==> src/pwig_defs.svh <==
// Address, field and reset constants for the port wake and interrupt gating block.
`ifndef PWIG_DEFS_SVH
`define PWIG_DEFS_SVH
// ==========================================================================
// Register indices; the bus byte address is four times the index.
`define PWIG_IDX_WAKE_EN    12'h017
`define PWIG_IDX_INT_STS    12'h01B
`define PWIG_IDX_INT_MSK    12'h01F
`define PWIG_IDX_WAKE_LAT   12'h0F0
// ==========================================================================
// Address field layout: [17:14] port number, [13:2] index, [1:0] zero.
`define PWIG_A_PORT_HI      17
`define PWIG_A_PORT_LO      14
`define PWIG_A_IDX_HI       13
`define PWIG_A_IDX_LO       2
`define PWIG_A_TOP_LO       18
`define PWIG_MAC_PORT_ID    4'h7
// ==========================================================================
// Bit positions: magic, link, energy in wake enable and latch; PTP, PHY, ACL in status and mask.
`define PWIG_B_MAGIC        2
`define PWIG_B_LINK         1
`define PWIG_B_ENERGY       0
`define PWIG_B_PTP          2
`define PWIG_B_PHY          1
`define PWIG_B_ACL          0
`define PWIG_FIELD_W        3
`define PWIG_RST3           3'h0
`define PWIG_RST32          32'h0000_0000
`define PWIG_HTRANS_NONSEQ  2'h2
`define PWIG_HSIZE_WORD     3'h2
`endif

==> src/pwig_pkg.sv <==
// Shared types of the port wake and interrupt gating block.
package pwig_pkg;
    // ======================================================================
    // Register selected by the latched bus address.
    typedef enum logic [2:0] {
        PWIG_REG_NONE = 3'b000,
        PWIG_REG_WEN  = 3'b001,
        PWIG_REG_STS  = 3'b010,
        PWIG_REG_MSK  = 3'b011,
        PWIG_REG_WLAT = 3'b100
    } pwig_reg_t;
    // Bus slave phase.
    typedef enum logic [1:0] {
        PWIG_ST_IDLE = 2'b00,
        PWIG_ST_WR   = 2'b01,
        PWIG_ST_RD   = 2'b10
    } pwig_st_t;
endpackage

==> src/pwig_reg_if.sv <==
// Register access bundle between the bus slave and one port unit.
`timescale 1ns/1ps
`default_nettype none
interface pwig_reg_if;
    import pwig_pkg::*;
    logic       wr_stb;   // One-cycle write strobe.
    pwig_reg_t  sel;      // Register addressed, for read and write.
    logic [7:0] wdata;    // Write byte.
    logic [7:0] rd_data;  // Read byte of the selected register.
    logic       irq_req;  // Unmasked status present on this port.
    logic       wake_req; // Enabled wake event latched on this port.
    modport ctrl (output wr_stb, sel, wdata, input rd_data, irq_req, wake_req);
    modport unit (input wr_stb, sel, wdata, output rd_data, irq_req, wake_req);
endinterface
`default_nettype wire

==> src/pwig_mp_match.sv <==
// Magic packet destination address comparator for one port.
`timescale 1ns/1ps
`default_nettype none
`include "pwig_defs.svh"
module pwig_mp_match import pwig_pkg::*; #(
    parameter int MAC_W = 48
) (
    // Clock and reset.
    input  wire logic             core_clk,
    input  wire logic             sys_rst,
    // Candidate magic packet and the switch address.
    input  wire logic             da_vld,
    input  wire logic [MAC_W-1:0] da,
    input  wire logic [MAC_W-1:0] switch_mac,
    // Registered one-cycle hit.
    output logic                  hit
);
    typedef struct packed {
        logic hit;
    } pwig_mm_t;
    pwig_mm_t s_r, s_nxt;

    // A packet counts only when its destination equals the switch address.
    always_comb begin
        s_nxt     = s_r;
        s_nxt.hit = da_vld && (da == switch_mac);
    end

    // State register.
    always_ff @(posedge core_clk or posedge sys_rst) begin
        if (sys_rst) begin
            s_r <= '0;
        end else begin
            s_r <= s_nxt;
        end
    end

    assign hit = s_r.hit;
endmodule
`default_nettype wire

==> src/pwig_port_unit.sv <==
// Wake enable, interrupt mask, ACL status and wake latch of one port.
`timescale 1ns/1ps
`default_nettype none
`include "pwig_defs.svh"
module pwig_port_unit import pwig_pkg::*; #(
    parameter bit HAS_PHY = 1'b1
) (
    // Clock and reset.
    input  wire logic   core_clk,
    input  wire logic   sys_rst,
    // Events: one-cycle pulses.
    input  wire logic   magic_hit,
    input  wire logic   link_up_evt,
    input  wire logic   energy_evt,
    input  wire logic   acl_cnt_evt,
    // Summaries of the individual PTP and PHY interrupt registers: levels.
    input  wire logic   ptp_irq_lvl,
    input  wire logic   phy_irq_lvl,
    // Register access.
    pwig_reg_if.unit    rif
);
    typedef struct packed {
        logic [`PWIG_FIELD_W-1:0] wen;
        logic [`PWIG_FIELD_W-1:0] msk;
        logic [`PWIG_FIELD_W-1:0] wlat;
        logic                     acl;
    } pwig_pu_t;
    pwig_pu_t s_r, s_nxt;
    logic [`PWIG_FIELD_W-1:0] phy_only; // Bits that exist only on PHY ports.
    logic [`PWIG_FIELD_W-1:0] sts;      // Live status byte, low bits.
    logic [`PWIG_FIELD_W-1:0] evt;      // Raw wake events this cycle.

    // Link-up and energy detect have no meaning on the MAC port.
    assign phy_only = HAS_PHY ? 3'h7 : 3'h4;
    assign evt = {magic_hit, link_up_evt, energy_evt} & phy_only;
    // PTP and PHY summaries are forced low on the MAC port.
    assign sts = {ptp_irq_lvl & HAS_PHY, phy_irq_lvl & HAS_PHY, s_r.acl};

    // Next state: software writes first, hardware sets last so a set wins.
    always_comb begin
        s_nxt = s_r;
        if (rif.wr_stb && rif.sel == PWIG_REG_WEN) begin
            s_nxt.wen = rif.wdata[`PWIG_FIELD_W-1:0] & phy_only;
        end
        if (rif.wr_stb && rif.sel == PWIG_REG_MSK) begin
            s_nxt.msk = rif.wdata[`PWIG_FIELD_W-1:0];
            // A change of the ACL mask bit clears the ACL status.
            if (rif.wdata[`PWIG_B_ACL] != s_r.msk[`PWIG_B_ACL]) begin
                s_nxt.acl = 1'b0;
            end
        end
        if (rif.wr_stb && rif.sel == PWIG_REG_WLAT) begin
            s_nxt.wlat = s_r.wlat & ~rif.wdata[`PWIG_FIELD_W-1:0];
        end
        // Only enabled events are latched toward the wake pin.
        s_nxt.wlat = s_nxt.wlat | (evt & s_r.wen);
        if (acl_cnt_evt) begin
            s_nxt.acl = 1'b1;
        end
    end

    // State register.
    always_ff @(posedge core_clk or posedge sys_rst) begin
        if (sys_rst) begin
            s_r <= '0;
        end else begin
            s_r <= s_nxt;
        end
    end

    // Read mux; bits 7:3 always read zero.
    always_comb begin
        case (rif.sel)
            PWIG_REG_WEN:  rif.rd_data = {5'h00, s_r.wen};
            PWIG_REG_STS:  rif.rd_data = {5'h00, sts};
            PWIG_REG_MSK:  rif.rd_data = {5'h00, s_r.msk};
            PWIG_REG_WLAT: rif.rd_data = {5'h00, s_r.wlat};
            default:       rif.rd_data = 8'h00;
        endcase
    end

    // Mask bits are active low enables, one per status bit; the PTP bit is
    // only a port-level gate over the already enabled timestamp summary.
    assign rif.irq_req  = |(sts & ~s_r.msk);
    // Wake holds while an event is latched and still enabled.
    assign rif.wake_req = |(s_r.wlat & s_r.wen);
endmodule
`default_nettype wire

==> src/pwig_top.sv <==
// AHB-Lite register slave and port array of the wake and interrupt gating block.
// Operation
// Magic packet wakes only when its enable set.
// Magic packet must match switch MAC address.
// Link-up wakes PHY port only when enabled.
// Energy detect wakes PHY port when enabled.
// PTP summary at status bit 2, PHY ports.
// PHY summary at status bit 1, PHY ports.
// ACL counter-mode entry sets ACL status bit.
// ACL status and enable exist on every port.
// Toggling ACL mask bit clears ACL status.
// Mask bit zero enables, one disables source.
// Mask bits gate status bits position by position.
// PTP mask is only a port-level gate.
// Bits 7 to 3 read zero, ignore writes.
// MAC port addressed as 7, PHYs 1-4.
// Wake pin follows latched events; irq ORs unmasked.
`timescale 1ns/1ps
`default_nettype none
`include "pwig_defs.svh"
module pwig_top import pwig_pkg::*; #(
    parameter int NUM_PHY_PORTS = 4,  // Ports with an integrated PHY.
    parameter int MAC_W         = 48, // Width of a MAC address.
    parameter int NP            = NUM_PHY_PORTS + 1
) (
    // Clock and reset.
    input  wire logic              core_clk,
    input  wire logic              sys_rst,
    // AHB-Lite slave.
    input  wire logic              hsel,
    input  wire logic [31:0]       haddr,
    input  wire logic [1:0]        htrans,
    input  wire logic              hwrite,
    input  wire logic [2:0]        hsize,
    input  wire logic [31:0]       hwdata,
    input  wire logic              hready,
    output logic [31:0]            hrdata,
    output logic                   hreadyout,
    output logic                   hresp,
    // Switch address for magic packet matching.
    input  wire logic [MAC_W-1:0]  switch_mac,
    // Per-port candidate magic packets, flattened by port slot.
    input  wire logic [NP-1:0]       mp_da_vld,
    input  wire logic [NP*MAC_W-1:0] mp_da,
    // Per-port event pulses.
    input  wire logic [NP-1:0]     link_up_evt,
    input  wire logic [NP-1:0]     energy_evt,
    input  wire logic [NP-1:0]     acl_cnt_evt,
    // Per-port interrupt summary levels.
    input  wire logic [NP-1:0]     ptp_irq_lvl,
    input  wire logic [NP-1:0]     phy_irq_lvl,
    // Outputs to power management and the interrupt controller.
    output logic                   power_wake_event_pin,
    output logic                   port_irq
);
    localparam int SW = $clog2(NP + 1); // Slot width; value NP means none.

    // ======================================================================
    // Decoding helpers
    // ======================================================================

    // Maps the port field of an address to a slot; slots 0 to
    // NUM_PHY_PORTS-1 are ports 1 upward, the last slot is the MAC port.
    function automatic logic [SW-1:0] port_slot(input logic [31:0] a);
        logic [3:0] id;
        id = a[`PWIG_A_PORT_HI:`PWIG_A_PORT_LO];
        port_slot = SW'(NP);
        if (id == `PWIG_MAC_PORT_ID) begin
            port_slot = SW'(NP - 1);
        end else if (id != 4'h0 && 32'(id) <= NUM_PHY_PORTS) begin
            port_slot = SW'(32'(id) - 1);
        end
    endfunction

    // Maps the register index of an address to a register.
    function automatic pwig_reg_t reg_sel(input logic [31:0] a);
        case (a[`PWIG_A_IDX_HI:`PWIG_A_IDX_LO])
            `PWIG_IDX_WAKE_EN:  reg_sel = PWIG_REG_WEN;
            `PWIG_IDX_INT_STS:  reg_sel = PWIG_REG_STS;
            `PWIG_IDX_INT_MSK:  reg_sel = PWIG_REG_MSK;
            `PWIG_IDX_WAKE_LAT: reg_sel = PWIG_REG_WLAT;
            default:            reg_sel = PWIG_REG_NONE;
        endcase
    endfunction

    // ======================================================================
    // State
    // ======================================================================

    typedef struct packed {
        pwig_st_t    st;     // Data phase in progress.
        logic [SW-1:0] slot; // Port slot of the latched address.
        pwig_reg_t   sel;    // Register of the latched address.
        logic [31:0] rdata;  // Read data driven onto hrdata.
        logic        ready;  // Drives hreadyout.
        logic        irq;    // Registered interrupt output.
        logic        wake;   // Registered wake output.
    } pwig_top_t;

    pwig_top_t s_r;   // Registered state.
    pwig_top_t s_nxt; // Next state.

    logic [NP-1:0] irq_vec;          // Per-port unmasked status.
    logic [NP-1:0] wake_vec;         // Per-port latched enabled wake.
    logic [NP-1:0] magic_hit;        // Per-port matched magic packets.
    logic [7:0]    rd_byte [NP];     // Per-port read data.
    logic          addr_ok;          // Address phase is a legal word access.
    logic          take;             // Address phase accepted this edge.
    logic [7:0]    rd_val;           // Read byte of the latched address.

    // ======================================================================
    // Port array
    // ======================================================================

    // Every slot, the MAC port included, gets the full unit; PHY-only
    // bits are disabled inside the unit for the MAC slot.
    genvar gi;
    generate
        for (gi = 0; gi < NP; gi++) begin : g_port
            pwig_reg_if rif ();

            // Writes land only in the data phase of a write to this slot.
            assign rif.wr_stb = (s_r.st == PWIG_ST_WR) && (s_r.slot == SW'(gi));
            assign rif.sel    = s_r.sel;
            assign rif.wdata  = hwdata[7:0];
            assign rd_byte[gi]  = rif.rd_data;
            assign irq_vec[gi]  = rif.irq_req;
            assign wake_vec[gi] = rif.wake_req;

            // Destination compare for this port.
            pwig_mp_match #(
                .MAC_W      (MAC_W)
            ) u_match (
                .core_clk   (core_clk),
                .sys_rst    (sys_rst),
                .da_vld     (mp_da_vld[gi]),
                .da         (mp_da[gi*MAC_W +: MAC_W]),
                .switch_mac (switch_mac),
                .hit        (magic_hit[gi])
            );

            // Registers of this port.
            pwig_port_unit #(
                .HAS_PHY     (gi < NUM_PHY_PORTS)
            ) u_unit (
                .core_clk    (core_clk),
                .sys_rst     (sys_rst),
                .magic_hit   (magic_hit[gi]),
                .link_up_evt (link_up_evt[gi]),
                .energy_evt  (energy_evt[gi]),
                .acl_cnt_evt (acl_cnt_evt[gi]),
                .ptp_irq_lvl (ptp_irq_lvl[gi]),
                .phy_irq_lvl (phy_irq_lvl[gi]),
                .rif         (rif)
            );
        end
    endgenerate

    // ======================================================================
    // Bus slave
    // ======================================================================

    // Only whole aligned words with clear upper address bits are mapped;
    // anything else completes OKAY, reads zero and writes nothing.
    assign addr_ok = (haddr[1:0] == 2'h0) && (hsize == `PWIG_HSIZE_WORD)
                   && (haddr[31:`PWIG_A_TOP_LO] == 14'h0000);

    // A transfer starts on a NONSEQ address phase seen with hready high.
    assign take = hsel && hready && (htrans == `PWIG_HTRANS_NONSEQ);

    // Read byte of the latched address; an unmapped slot reads zero.
    always_comb begin
        rd_val = 8'h00;
        if (s_r.slot < SW'(NP)) begin
            rd_val = rd_byte[s_r.slot];
        end
    end

    // Next state. Writes are zero-wait: the unit commits at the end of the
    // data phase. Reads take one wait state so that a read right after a
    // write already sees the written value.
    always_comb begin
        s_nxt = s_r;
        // Interrupt and wake outputs are ORs over all ports.
        s_nxt.irq  = |irq_vec;
        s_nxt.wake = |wake_vec;
        case (s_r.st)
            PWIG_ST_WR: begin
                s_nxt.st = PWIG_ST_IDLE;
            end
            PWIG_ST_RD: begin
                // Wait state ends; the data stand until the next read.
                s_nxt.rdata = {24'h000000, rd_val};
                s_nxt.ready = 1'b1;
                s_nxt.st    = PWIG_ST_IDLE;
            end
            default: begin
                s_nxt.st = PWIG_ST_IDLE;
            end
        endcase
        // A new address phase may overlap the end of a previous data phase.
        if (take) begin
            s_nxt.slot = addr_ok ? port_slot(haddr) : SW'(NP);
            s_nxt.sel  = addr_ok ? reg_sel(haddr) : PWIG_REG_NONE;
            if (hwrite) begin
                s_nxt.st = PWIG_ST_WR;
            end else begin
                s_nxt.st    = PWIG_ST_RD;
                s_nxt.ready = 1'b0;
            end
        end
    end

    // State register; the slave is ready and idle out of reset.
    always_ff @(posedge core_clk or posedge sys_rst) begin
        if (sys_rst) begin
            s_r       <= '0;
            s_r.st    <= PWIG_ST_IDLE;
            s_r.sel   <= PWIG_REG_NONE;
            s_r.slot  <= SW'(NP);
            s_r.rdata <= `PWIG_RST32;
            s_r.ready <= 1'b1;
        end else begin
            s_r <= s_nxt;
        end
    end

    // ======================================================================
    // Outputs, all straight from flip-flops except hresp, which is tied low
    // ======================================================================

    assign hrdata               = s_r.rdata;
    assign hreadyout            = s_r.ready;
    assign hresp                = 1'b0;
    assign power_wake_event_pin = s_r.wake;
    assign port_irq             = s_r.irq;
endmodule
`default_nettype wire

==> config.mk <==
export PLATFORM = sky130hd
export DESIGN_NAME = pwig_top
export DESIGN_NICKNAME = d
export VERILOG_FILES = /design/src/pwig_pkg.sv /design/src/pwig_reg_if.sv /design/src/pwig_mp_match.sv /design/src/pwig_port_unit.sv /design/src/pwig_top.sv
export VERILOG_INCLUDE_DIRS = /design/src
export SDC_FILE = /design/constraint.sdc
export NUM_CORES = 1
export LEC_CHECK = 0
export ABC_CLOCK_PERIOD_IN_PS = 2500
export BUFFER_PORTS_ARGS = -buffer_cell sky130_fd_sc_hd__clkbuf_2
export CAP_MARGIN = 20
export CORE_AREA = 4 4 162 164
export DETAILED_ROUTE_END_ITERATION = 16
export DIE_AREA = 0 0 166 168
export SYNTH_ARGS = -nofsm -noshare
export SYNTH_HDL_FRONTEND = slang
export SYNTH_HIERARCHICAL = 1
export SYNTH_SLANG_ARGS = --single-unit
==> constraint.sdc <==
create_clock -name core_clk -period 2.5 [get_ports core_clk]
set_input_delay 0.5 -clock core_clk [delete_from_list [all_inputs] [get_ports core_clk]]
set_output_delay 0.5 -clock core_clk [all_outputs]
set_load 0.01 [all_outputs]
==> results.json <==
{
  "crit_chain": "and2b_1 > a22oi_1 > o22ai_1 > mux4_2 > a22oi_1 > a21oi_1",
  "wire_per_inst_um": 17.8,
  "syn_area_per_cell_sq_um": 9.47,
  "drive_gt1_share_pct": 41.0,
  "htree_levels": 3,
  "synth-edff-count": 0,
  "synth_area_sq_mm": 0.00718,
  "grt_max_degree": 42,
  "irDropWorstVdd_v": 0.000328,
  "worstHoldPathType": "in2async",
  "synth_warnings": 6,
  "syn_inst": 758,
  "synth_cell_type_count": 60,
  "finalSetupTns_ps": 0,
  "vias": 6757,
  "clk_path_buf_depth": 2,
  "fmax_ghz": 0.452,
  "crit_buf_inv": 0,
  "final_antenna_net_count": 0,
  "first_pass_iters": 5,
  "synth_top_area_cell": "dfrtp_1",
  "die_area_sq_mm": 0.0279,
  "arrival_ps": 2430,
  "grtUsageTotal_pct": 17.9,
  "nNetsFinal": 1522,
  "crit_path_frequent_cell": "a22oi_1",
  "fp.coreArea_sq_mm": 0.0249,
  "cts-hold-fix-buffers": 0,
  "setup-violations-final": 0,
  "cp-start-kind": "flip-flop",
  "io_pins": 428,
  "criticalPathCategory": "reg2reg",
  "path_clk_slew_ps": 60,
  "cts.repair.resized": 0,
  "die_x_um": 166,
  "grt_pass1_wl_um": 39300,
  "clk-insertion-delay-late_ps": 340,
  "cts_made_buffers": 9,
  "finish.instance_area_sq_mm": 0.00956,
  "drc": 0,
  "nFillCells": 2594,
  "placed_cells": 1447,
  "hold_ws_ps": 169,
  "cts_tree": "done",
  "start_util_pct": 28.8,
  "yosysTopAreaCellShare_pct": 24.0,
  "rsz0062_at_grt": "false",
  "syn2layout_area_growth_pct": 33.1,
  "cts_setup_buffers": 0,
  "crit_path_max_incr_delay_ps": 720,
  "grt.overflow.total": 0,
  "grt_pass1_vias": 7198,
  "power_density_mw_per_mm2": 372,
  "drt_iter0_drc": 235,
  "cp_max_fo": 23,
  "synth_seq_area_share_pct": 25.1,
  "final.min_clock_period_ps": 2210,
  "status": "finished clean",
  "critical-path-slowest-cell": "dfrtp_1",
  "maxCapViolations": 0,
  "postPlaceCellArea_sq_mm": 0.00924,
  "synthTopCellsByArea": "dfrtp_1, xor2_1, xnor2_1",
  "hold_violations": 0,
  "viasPerCell": 4.61,
  "timing.clock.skew_ps": 5.13,
  "portBuffers": 369,
  "drt-total-wl_um": 26000,
  "tightestPinTransition_ps": 731,
  "totalPowerFinal_uw": 3550,
  "synth.ff_latch_count": 72,
  "finalCritPeriodShare_pct": 88.4,
  "cts_sinks": 72,
  "dpl.hpwl_um": 23000,
  "die_h_um": 168,
  "p_leak_uw": 0.00453,
  "place_congestion": 0.890,
  "slew_violations": 0,
  "critPathCaptureType": "flip-flop",
  "row_count": 58,
  "cp.required_ps": 2720,
  "antenna_found_initial": 4,
  "max_slew_margin_pct": 51.2,
  "instances_no_fill": 1466,
  "path_delay_family": "flip-flops",
  "synth_flop_cell": "dfrtp_1",
  "async_flop_share_pct": 100,
  "root_buffer": "clkbuf_16"
}
-- kinds of logic after synthesis --
logic type | after synthesis | share of synthesized area [%]
AO/OA/AOI/OAI | 89 | 9.10
XOR/XNOR | 236 | 28.8
adder cells (fa/ha/maj) | 2 | 0.348
buffers and inverters | 99 | 8.45
flip-flops | 72 | 25.1
multiplexers | 50 | 8.94
other | 6 | 0.314
AND/OR/NAND/NOR | 204 | 18.9
-- Yosys cell counts, types with 6 or more instances --
library cell  count
xor2_1          180
dfrtp_1          69
buf_4            62
xnor2_1          56
nor4_1           44
nand2_1          34
inv_1            32
mux2_2           29
a22oi_1          21
nand4_1          17
nor2b_1          16
nor2_1           15
a22o_1           13
mux2i_1          12
o22ai_1          12
nand2b_1         10
nor3_1            9
a21oi_1           8
mux4_2            8
o21ai_0           7
conb_1            6
nand3_1           6
nand4b_1          6
nor4_2            6
-- worst paths after layout --
kind | startpoint | to | slack, ps | cells past startpoint
max in group asynchronous | sys_rst | g_port[0].rif.sel[0] | 1560 | 2
worst min register to register | g_port[3].u_match/hit | g_port[3].u_unit/s_r[3] | 490 | 1
worst max-delay path | g_port[0].rif.sel[2] | hrdata[0] | 290 | 6
worst max register to register | g_port[0].rif.sel[2] | hrdata[0] | 290 | 6
min in group core_clk | hwrite | s_r[42] | 340 | 2
worst min-delay path | sys_rst | g_port[3].u_match/hit | 170 | 2
-- per-layer routing --
metal	GRT usage [%]	share of wire, %	vias to the layer above
li1	-	-	3335
met1	20.1	38	3184
met2	33.3	54	211
met3	4.32	6.0	25
met4	5.52	2.0	2
met5	0	0.069	-
-- through the flow --
step	utilization, %	worst slack, ps
floorplan	-	478
global placement	37.1	329
detailed placement	37.1	300
CTS	38.4	288
global route	38.4	71.1
finish	38.4	290
-- where the power goes --
group	internal [uW]	leakage [uW]	switching, uW	total [uW]
Combinational	490	0.00348	503	993
Sequential	1220	0.000907	30.0	1250
Clock	802	0.000145	505	1310
Total	2510	0.00453	1040	3550
-- cell usage in the layout, fill, tap and decap left out, types with 21 or more instances in the layout --
| cell | Yosys | routed |
|---|---|---|
| inv_1 | 32 | 32 |
| dfrtp_1 | 69 | 69 |
| xnor2_1 | 56 | 56 |
| xor2_1 | 180 | 180 |
| mux2_2 | 29 | 29 |
| conb_1 | 6 | 50 |
| nand2_1 | 34 | 34 |
| clkbuf_2 | 0 | 369 |
| a22oi_1 | 21 | 21 |
| nor4_1 | 44 | 44 |
-- cell type report --
cell class	count	area, sq um	area share [%]
Tap cell	330	413	4.32
Inverter	32	120	1.26
Sequential cell	72	1810	18.9
Timing Repair Buffer	382	1970	20.6
Clock buffer	10	239	2.50
Multi-Input combinational cell	631	4930	51.6
Clock inverter	6	67.6	0.707
Antenna cell	3	7.51	0.0786
-- state kept, by name (all words and copies together), names as in the netlist --
register and flops:
g_port.u_unit/s_r 48, port_irq 1, s_r 5, g_port.rif.sel 3
power_wake_event_pin 1, hrdata 8, g_port.u_match/hit 5, hreadyout 1
Power figures use the tool's default switching activity.
